$ cat config.mk
export PLATFORM = sky130hd
export DESIGN_NAME = bdm_top
export DESIGN_NICKNAME = d
export VERILOG_FILES = /design/src/bdm_pkg.sv /design/src/bdm_gp_if.sv /design/src/bdm_gp_store.sv /design/src/bdm_top.sv
export SDC_FILE = /design/constraint.sdc
export NUM_CORES = 2
export LEC_CHECK = 0
export BUFFER_PORTS_ARGS = -buffer_cell sky130_fd_sc_hd__buf_2
export CAP_MARGIN = 10
export CORE_ASPECT_RATIO = 1.1
export CORE_MARGIN = 1.5
export CORE_UTILIZATION = 29
export CTS_BUF_LIST = sky130_fd_sc_hd__clkbuf_4
export DETAILED_ROUTE_END_ITERATION = 12
export SLEW_MARGIN = 10
export SYNTH_ARGS = -nofsm -noshare
export SYNTH_HDL_FRONTEND = slang
export SYNTH_HIERARCHICAL = 1
export SYNTH_SLANG_ARGS = --single-unit
$ cat constraint.sdc
create_clock -name clk -period 8.9 [get_ports clk]
set_input_delay 0.445 -clock clk [delete_from_list [all_inputs] [get_ports clk]]
set_output_delay 0.445 -clock clk [all_outputs]
set_load 0.01 [all_outputs]
$ cat src/bdm_pkg.sv
// Package with address map and constants for the banked data memory
package bdm_pkg;
  localparam int ADDR_W = 8;
  localparam int DATA_W = 8;
  localparam int BANK_W = 2;
  localparam logic [7:0] ADDR_ALIAS_FIRST = 8'h00;
  localparam logic [7:0] ADDR_PTR_FIRST = 8'h01;
  localparam logic [7:0] ADDR_ALIAS_SECOND = 8'h02;
  localparam logic [7:0] ADDR_PTR_SECOND = 8'h03;
  localparam logic [7:0] ADDR_BANK_SEL = 8'h04;
  localparam logic [7:0] ADDR_EEPROM_CTRL = 8'h40;
  localparam logic [7:0] GP_B0_LO = 8'h60;
  localparam logic [7:0] GP_B0_HI = 8'hFF;
  localparam logic [7:0] GP_B1_LO = 8'h80;
  localparam logic [7:0] GP_B1_HI = 8'hFF;
  localparam logic [7:0] GP_B2_LO = 8'h80;
  localparam logic [7:0] GP_B2_HI = 8'hDF;
  localparam logic [1:0] BANK_0 = 2'h0;
  localparam logic [1:0] BANK_1 = 2'h1;
  localparam logic [1:0] BANK_2 = 2'h2;
  localparam logic [7:0] RST_BYTE = 8'h00;
  localparam logic [1:0] RST_BANK = 2'h0;
endpackage : bdm_pkg

$ cat src/bdm_gp_if.sv
// Interface carrying general purpose storage accesses
`timescale 1ns/1ps
interface bdm_gp_if;
  logic we;
  logic [1:0] bank;
  logic [7:0] addr;
  logic [7:0] wdata;
  logic [7:0] rdata;
  logic hit;
  modport ctl (output we, output bank, output addr, output wdata, input rdata, input hit);
  modport mem (input we, input bank, input addr, input wdata, output rdata, output hit);
endinterface : bdm_gp_if

$ cat src/bdm_gp_store.sv
// General purpose storage banks
`timescale 1ns/1ps
module bdm_gp_store
  import bdm_pkg::*;
#(
  parameter bit HAS_BANK2 = 1'b1
) (
  input wire logic clk,
  bdm_gp_if.mem gp
);
  // ****************************************
  // Storage arrays
  // ****************************************
  logic [7:0] bank0_mem [int'(GP_B0_LO):int'(GP_B0_HI)];
  logic [7:0] bank1_mem [int'(GP_B1_LO):int'(GP_B1_HI)];
  logic [7:0] bank2_mem [int'(GP_B2_LO):int'(GP_B2_HI)];
  logic in0, in1, in2;

  always_comb begin
    in0 = (gp.bank == BANK_0) && (gp.addr >= GP_B0_LO);
    in1 = (gp.bank == BANK_1) && (gp.addr >= GP_B1_LO);
    in2 = HAS_BANK2 && (gp.bank == BANK_2) && (gp.addr >= GP_B2_LO) &&
          (gp.addr <= GP_B2_HI);
    gp.hit = in0 || in1 || in2;
    // Out of range reads give zero
    gp.rdata = 8'h00;
    if (in0) begin
      gp.rdata = bank0_mem[gp.addr];
    end else if (in1) begin
      gp.rdata = bank1_mem[gp.addr];
    end else if (in2) begin
      gp.rdata = bank2_mem[gp.addr];
    end
  end

  // Unprotected byte writes; no reset since the storage is volatile
  always_ff @(posedge clk) begin
    if (gp.we && in0) begin
      bank0_mem[gp.addr] <= gp.wdata;
    end
    if (gp.we && in1) begin
      bank1_mem[gp.addr] <= gp.wdata;
    end
    if (gp.we && in2) begin
      bank2_mem[gp.addr] <= gp.wdata;
    end
  end
endmodule : bdm_gp_store

$ cat src/bdm_top.sv
// Banked data memory addressing unit for the core data path
//
// What this block does
// - Every location is one volatile byte.
// - Special registers appear in all banks; EEPROM control at 40H only in bank 1.
// - The active bank changes only on a write to the bank select register.
// - Addresses start at zero, special area lowest.
// - General storage 60H-FFH bank 0, 80H-FFH bank 1, 80H-DFH bank 2 if present.
// - All general locations are freely readable and writable.
// - Alias accesses act on the location held in the paired pointer.
// - First pair reaches bank 0 only; second pair uses the bank select.
// - Indirect access to an alias address reads zero and writes nothing.
// - Only the two low bank select bits choose banks 0 to 2.
// - Direct addressing reaches bank 0 storage; a direct access to 40H follows the bank select.
`timescale 1ns/1ps
module bdm_top
  import bdm_pkg::*;
#(
  parameter bit HAS_BANK2 = 1'b1
) (
  input wire logic clk,
  input wire logic nrst,
  input wire logic acc_rd,
  input wire logic acc_wr,
  input wire logic [7:0] acc_addr,
  input wire logic [7:0] acc_wdata,
  input wire logic [7:0] eeprom_ctrl_rdata,
  output logic [7:0] acc_rdata,
  output logic acc_rvalid,
  output logic eeprom_ctrl_sel,
  output logic [7:0] memory_pointer_first,
  output logic [7:0] memory_pointer_second,
  output logic [1:0] bank_select_register
);
  // ****************************************
  // Local state
  // ****************************************
  logic [7:0] mp0_q;
  logic [7:0] mp1_q;
  logic [7:0] bp_q;
  logic [7:0] eff_addr;
  logic [1:0] eff_bank;
  logic alias_to_alias;
  logic is_indirect;
  logic sfr_space;
  logic eec_hit;
  logic [7:0] rd_d;
  logic eec_sel_d;
  bdm_gp_if gp();

  // ****************************************
  // Address resolution
  // ****************************************
  always_comb begin
    is_indirect = 1'b0;
    eff_addr = acc_addr;
    eff_bank = BANK_0;
    if (acc_addr == ADDR_ALIAS_FIRST) begin
      is_indirect = 1'b1;
      eff_addr = mp0_q;
      eff_bank = BANK_0;
    end else if (acc_addr == ADDR_ALIAS_SECOND) begin
      is_indirect = 1'b1;
      eff_addr = mp1_q;
      eff_bank = bp_q[1:0];
    end
    alias_to_alias = is_indirect &&
                     (eff_addr == ADDR_ALIAS_FIRST || eff_addr == ADDR_ALIAS_SECOND);
    sfr_space = eff_addr < GP_B0_LO;
    // Special area is mirrored, so a direct access sees the selected bank here
    eec_hit = (eff_addr == ADDR_EEPROM_CTRL) &&
              ((is_indirect ? eff_bank : bp_q[1:0]) == BANK_1);
  end

  assign gp.bank = eff_bank;
  assign gp.addr = eff_addr;
  assign gp.wdata = acc_wdata;
  // Special area is shared across banks, so it never reaches bank storage
  assign gp.we = acc_wr && !sfr_space && !alias_to_alias;

  bdm_gp_store #(.HAS_BANK2(HAS_BANK2)) u_store (
    .clk(clk),
    .gp(gp)
  );

  // ****************************************
  // Pointer and bank select registers
  // ****************************************
  always_ff @(posedge clk or negedge nrst) begin
    if (!nrst) begin
      mp0_q <= RST_BYTE;
      mp1_q <= RST_BYTE;
    end else if (acc_wr && !alias_to_alias) begin
      if (eff_addr == ADDR_PTR_FIRST) begin
        mp0_q <= acc_wdata;
      end
      if (eff_addr == ADDR_PTR_SECOND) begin
        mp1_q <= acc_wdata;
      end
    end
  end

  // Bank changes only on a write that lands on the bank select register
  always_ff @(posedge clk or negedge nrst) begin
    if (!nrst) begin
      bp_q <= RST_BYTE;
    end else if (acc_wr && !alias_to_alias && eff_addr == ADDR_BANK_SEL) begin
      bp_q <= acc_wdata;
    end
  end

  // ****************************************
  // Read return
  // ****************************************
  always_comb begin
    rd_d = 8'h00;
    eec_sel_d = 1'b0;
    if (alias_to_alias) begin
      rd_d = 8'h00;
    end else if (eff_addr == ADDR_PTR_FIRST) begin
      rd_d = mp0_q;
    end else if (eff_addr == ADDR_PTR_SECOND) begin
      rd_d = mp1_q;
    end else if (eff_addr == ADDR_BANK_SEL) begin
      rd_d = bp_q;
    end else if (eec_hit) begin
      rd_d = eeprom_ctrl_rdata;
      eec_sel_d = 1'b1;
    end else if (!sfr_space) begin
      rd_d = gp.rdata;
    end
  end

  // Registered answer keeps every output straight from a flop
  always_ff @(posedge clk or negedge nrst) begin
    if (!nrst) begin
      acc_rdata <= RST_BYTE;
      acc_rvalid <= 1'b0;
    end else begin
      acc_rvalid <= acc_rd;
      if (acc_rd) begin
        acc_rdata <= rd_d;
      end
    end
  end

  always_ff @(posedge clk or negedge nrst) begin
    if (!nrst) begin
      eeprom_ctrl_sel <= 1'b0;
      memory_pointer_first <= RST_BYTE;
      memory_pointer_second <= RST_BYTE;
      bank_select_register <= RST_BANK;
    end else begin
      eeprom_ctrl_sel <= eec_sel_d && (acc_rd || acc_wr);
      memory_pointer_first <= mp0_q;
      memory_pointer_second <= mp1_q;
      bank_select_register <= bp_q[1:0];
    end
  end
endmodule : bdm_top

Word-level counts from Yosys, hierarchy flattened --
Memory sizes are Yosys's and may differ from the RTL's. Index checks and enable logic that the tools add are counted.
Word-level totals: register bits 52, memory bits (writable) 3072, input port bits 28, output and inout port bits 28, word-level logic and storage cells 75, memories 3
Memory list:
- u_store.bank0_mem | depth 160, bits a word 8, rd ports 1, clocked after memory_dff 0, write ports 1, line bdm_gp_store.sv:14 | logic [7:0] bank0_mem [int'(GP_B0_LO):int'(GP_B0_HI)];
- u_store.bank1_mem | depth 128, bits a word 8, rd ports 1, clocked after memory_dff 0, write ports 1, line bdm_gp_store.sv:15 | logic [7:0] bank1_mem [int'(GP_B1_LO):int'(GP_B1_HI)];
- u_store.bank2_mem | depth 96, bits a word 8, rd ports 1, clocked after memory_dff 0, write ports 1, line bdm_gp_store.sv:16 | logic [7:0] bank2_mem [int'(GP_B2_LO):int'(GP_B2_HI)];
Operators by class: magnitude comparators 4, eq/ne operators 9, multiplexer cells 27, reductions and logical operators 23
Operators with widths (count):
- two-way mux 8 bit | 11
- equality test 8 x 2 -> 1 bit, second input constant | 3
- zero test 8 bit | 2
- logical AND 1 bit | 14
- two-way mux 1 bit | 13
- equality test 8 x 1 -> 1 bit, second input constant | 1
- equality test 8 x 3 -> 1 bit, second input constant | 1
- equality test 8 x 7 -> 1 bit, second input constant | 1
- greater-or-equal comparator 8 x 7 -> 1 bit, second input constant | 1
- greater-or-equal comparator 8 bit, second input constant | 1
- <= comparator 8 bit, second input constant | 1
- < comparator 8 x 7 -> 1 bit, second input constant | 1
- two-way mux 2 bit | 3
- equality test 2 x 1 -> 1 bit, second input constant | 2
- AND reduction 2 bit | 2
- equality test 2 bit, second input constant | 1
- zero test 1 bit | 2
- zero test 2 bit | 1
- logical OR 1 bit | 2

Logic depth before layout (Yosys ltp) --
depth in word-level cells 15, gate-level depth with buffers 19, depth with buffers taken out 14

Hierarchy --
The synthesis kept the hierarchy.
By module, submodules not included:
- bdm_gp_store | times used 1, cells an instance 5257, area each 119194.3 µm², sequential area each 92248.5 µm²
- bdm_top | times used 1, cells an instance 207, area each 2582.5 µm², sequential area each 1301.2 µm²

Worst setup path after synthesis --
OpenSTA, ideal clock, no wires.
kind in2reg, start point input port acc_addr[5], end point register acc_rdata[6], library setup time 120 ps, arrival time 4516 ps, required time 8780 ps, path slack 4264 ps, stages 16, buffers on the path 5, cell sequence or4_4 or4_4 and2_2 buf_2 buf_2 buf_2 buf_2 clkbuf_1 mux4_2 mux4_2 a221oi_1 nor2_1 nor3_1 a21oi_1 a221o_2 a31o_2
Between the ends: longest elaborated chain between the ends 15, elaborated cells on any way between the ends 42, those cells by class order compare: 4; eq/ne: 9; mux: 16; reduce/logical: 10; memory: 3
Ends and longest elaborated chain:
- start, declared | line bdm_top.sv:25 | input wire logic [7:0] acc_addr,
- equality test 8 x 2 -> 1 bit | line bdm_top.sv:62 | end else if (acc_addr == ADDR_ALIAS_SECOND) begin
- two-way mux 8 bit | line bdm_top.sv:62
- two-way mux 8 bit * | line bdm_top.sv:58 | if (acc_addr == ADDR_ALIAS_FIRST) begin
- via eff_addr[1] | line bdm_top.sv:41 | logic [7:0] eff_addr;
- parallel branches: the longest is 5 deep, another holds memory read (96 x 8 bit)
- two-way mux 8 bit * | line bdm_gp_store.sv:27 | if (in0) begin
- via gp.rdata[6] | line bdm_gp_if.sv:8 | logic [7:0] rdata;
- two-way mux 8 bit * | line bdm_top.sv:129 | end else if (!sfr_space) begin
- two-way mux 8 bit * | line bdm_top.sv:126 | end else if (eec_hit) begin
- two-way mux 8 bit * | line bdm_top.sv:124 | end else if (eff_addr == ADDR_BANK_SEL) begin
- two-way mux 8 bit * | line bdm_top.sv:122 | end else if (eff_addr == ADDR_PTR_SECOND) begin
- two-way mux 8 bit * | line bdm_top.sv:120 | end else if (eff_addr == ADDR_PTR_FIRST) begin
- two-way mux 8 bit * | line bdm_top.sv:118 | if (alias_to_alias) begin
- end signal, assigned | line bdm_top.sv:142 | acc_rdata <= rd_d;
- end, declared | line bdm_top.sv:28 | output logic [7:0] acc_rdata,
Mark *: on every way through the listed nets, which the timed path passes. A chain may end at the register's enable or synchronous reset.

Final worst setup path --
start point register mp1_q[0], end point register acc_rdata[1]
Between the ends: longest elaborated chain between the ends 14, elaborated cells on any way between the ends 31, those cells by class order compare: 4; eq/ne: 5; mux: 11; reduce/logical: 8; memory: 3
Ends and longest elaborated chain:
- start, declared | line bdm_top.sv:39 | logic [7:0] mp1_q;
- start signal, assigned | line bdm_top.sv:98 | mp1_q <= acc_wdata;
- two-way mux 8 bit * | line bdm_top.sv:62
- two-way mux 8 bit * | line bdm_top.sv:58
- via eff_addr[0] | line bdm_top.sv:41
- parallel branches: the longest is 5 deep, another holds memory read (96 x 8 bit)
- two-way mux 8 bit * | line bdm_gp_store.sv:27
- via gp.rdata[1] | line bdm_gp_if.sv:8
- two-way mux 8 bit * | line bdm_top.sv:129
- two-way mux 8 bit * | line bdm_top.sv:126
- two-way mux 8 bit * | line bdm_top.sv:124
- two-way mux 8 bit * | line bdm_top.sv:122
- two-way mux 8 bit * | line bdm_top.sv:120
- two-way mux 8 bit * | line bdm_top.sv:118
Marks and branches as above.

==> results.yml <==
clocking:
  htree_num_levels: 6
  cts_resized: 0
  cts.reportedPaths.clkPinSlew_ps: 70
  worst_skew_pair.late_latency_ps: 1380
  cts.sinks: 3124
  cts_tree: "yes"
  root_buffer: "clkbuf_4"
  clock_path_buffers: 4
  cts_made_buffers: 720
  cts_hold_buf: 37
  cts_setup_buffers: 0
timing:
  hold_violations: 0
  final.setup.tns_ps: 0
  rsz0062_at_grt: "false"
  finClkSkew_ps: 111.5
  fmax_ghz: 0.1733
  finalSetupViolCount: 0
  slew_headroom: 0.08856
  tightest_slew_ps: 1367
  fin_ws_ps: 3130
  period_needed_ps: 5770
  post-route-period-util: 0.6484
  slew_violations: 0
layout:
  layout_common_cells: "edfxtp_1 (3072), clkbuf_4 (1042), mux4_2 (887)"
  postLayoutCoreUtil: 0.3301
  multi_input_area_mm2: 0.02666
  fin_area_mm2: 0.1380
  seq_area_mm2: 0.09355
  finalNetCount: 6118
  drive_gt1_frac: 0.3408
  area_delta_synth_final_pct: 13.35
  mostFrequentLayoutCell: "edfxtp_1"
  instances_no_fill: 12140
  fillers: 39520
detailed_routing:
  drt_first_pass_iters: 9
  avgRoutedWirePerCell_um: 26.38
  drt_wl_total_mm: 320.3
  route.detailed.drc: 0
  via_count: 61030
  drtAntennaViolNets: 0
  vias_per_cell: 5.026
  drt-initial-drc-count: 6589
pwr:
  vdd_drop_max_v: 0.00009170
  leakagePower_uw: 0.04255
  power_density_mw_per_mm2: 208.9
worst_hold_path:
  hp-start: "acc_addr[6]"
  hold_path_class: "input pin to flop"
synthesis:
  yosysWarnings: 6
  syn_avg_cell_area_um2: 22.29
  synth_fp_nets: 5491
  syn-cell-area_mm2: 0.1218
  synth_cells: 5463
critical_path:
  end_kind: "flop"
  critical_path_buf_inv_count: 2
  startpoint_type: "flop"
  critical_path_arrival_ps: 7030
  cp_slowest_stage_delay_ps: 810
  crit_start: "mp1_q[0]$_DFFE_PN0P_"
  critPathSlowestCell: "a211oi_1"
  timing.rr.start: "mp1_q[0]$_DFFE_PN0P_"
  path_max_fanout: 98
  path_common_cell: "mux4_2"
  worstPathRequired_ps: 10160
  critPathTopFamily: "compound AO/OA/AOI/OAI gates"
  critical_path_class: "flop to flop"
  path_cells: "mux2_2 > a31o_4 > buf_12 > mux4_2 > mux4_2 > mux2i_1 > o22ai_1 > a211oi_1 > a22oi_1 > a221o_2 > a31o_1 > dlygate4sd3_1"
die:
  core_mm2: 0.4181
  die_h_um: 682.6
  die_x_um: 620.8
  initial_utilization: 0.2913
  rows: 249
  io_pins: 56
  dieArea_mm2: 0.4238
placement:
  dp_slack_ps: 2633
  gp_congestion: 0.8547
  placed_area_mm2: 0.1287
  dpl.cell_count: 10850
  port_buffers: 55
  place_hpwl_mm: 197.1
global_routing:
  antenna_found_initial: 13
  track_usage: 0.1485
  grt_max_degree: 170
  gr-total-overflow: 0
  grt_pass1_wl_mm: 456.3
  grt_pass1_vias: 62660
status:
  outcome: "complete, no violations"
flow_run:
  drv_cap: 0
## final cells by class
class / instances / share of cell area
Sequential cell: 3124 / 0.6777
Multi-Input combinational cell: 2017 / 0.1932
Clock buffer: 1042 / 0.05667
Tap cell: 5522 / 0.05005
Timing Repair Buffer: 207 / 0.01350
Clock inverter: 198 / 0.008077
Inverter: 20 / 0.0005983
Antenna cell: 11 / 0.0001994
## stage by stage
stage                     total power [uW]  hold slack (ps)
after global routing                 29900            117.6
after CTS                            29170            8.934
final                                28840            131.7
after global placement               18010            398.9
after detailed placement             18040            400.9
after floorplan                      17310            149.4
## worst reg2reg max path, stage by stage (launching register included)
cell	delay (ps)
dfrtp_1	410
mux2_2	190
a31o_4	480
buf_12	640
mux4_2	730
mux4_2	490
mux2i_1	340
o22ai_1	150
a211oi_1	810
a22oi_1	280
a221o_2	410
a31o_1	210
dlygate4sd3_1	550
## flip-flops by register name (all words and copies together) (netlist names), 8 cells and up
register / cells
memory_pointer_second: 8
acc_rdata: 8
mp1_q: 8
bp_q: 8
memory_pointer_first: 8
u_store/bank2_mem: 768
mp0_q: 8
u_store/bank1_mem: 1024
u_store/bank0_mem: 1280
## path summary, 6_finish.rpt
kind                                                      to  slack (ps)  cells after the start
hold reg to reg            memory_pointer_first[7]$_DFF_PN0_         410                      0
max in group asynchronous               mp0_q[0]$_DFFE_PN0P_        8120                      4
min in group asynchronous                bp_q[2]$_DFFE_PN0P_         290                      4
hold / removal                      acc_rdata[7]$_DFFE_PN0P_         130                      5
setup / recovery                    acc_rdata[1]$_DFFE_PN0P_        3130                     12
setup reg to reg                    acc_rdata[1]$_DFFE_PN0P_        3130                     12
## per-layer routing
| metal | routed length [um] | global-route usage |
|---|---|---|
| met4 | 13220 | 0.06355 |
| met1 | 124100 | 0.1890 |
| met2 | 157600 | 0.2462 |
| met5 | 55 | 0 |
| met3 | 25310 | 0.03027 |
## where the power goes
part | total, uW | internal [uW] | leakage, uW | switching [uW]
Sequential | 16200 | 16200 | 0.0283 | 17.0
Combinational | 1540 | 556 | 0.00892 | 983
Clock | 11100 | 5610 | 0.00532 | 5500
Total | 28800 | 22300 | 0.0425 | 6500
No activity file was read; power rests on OpenSTA's default activity.
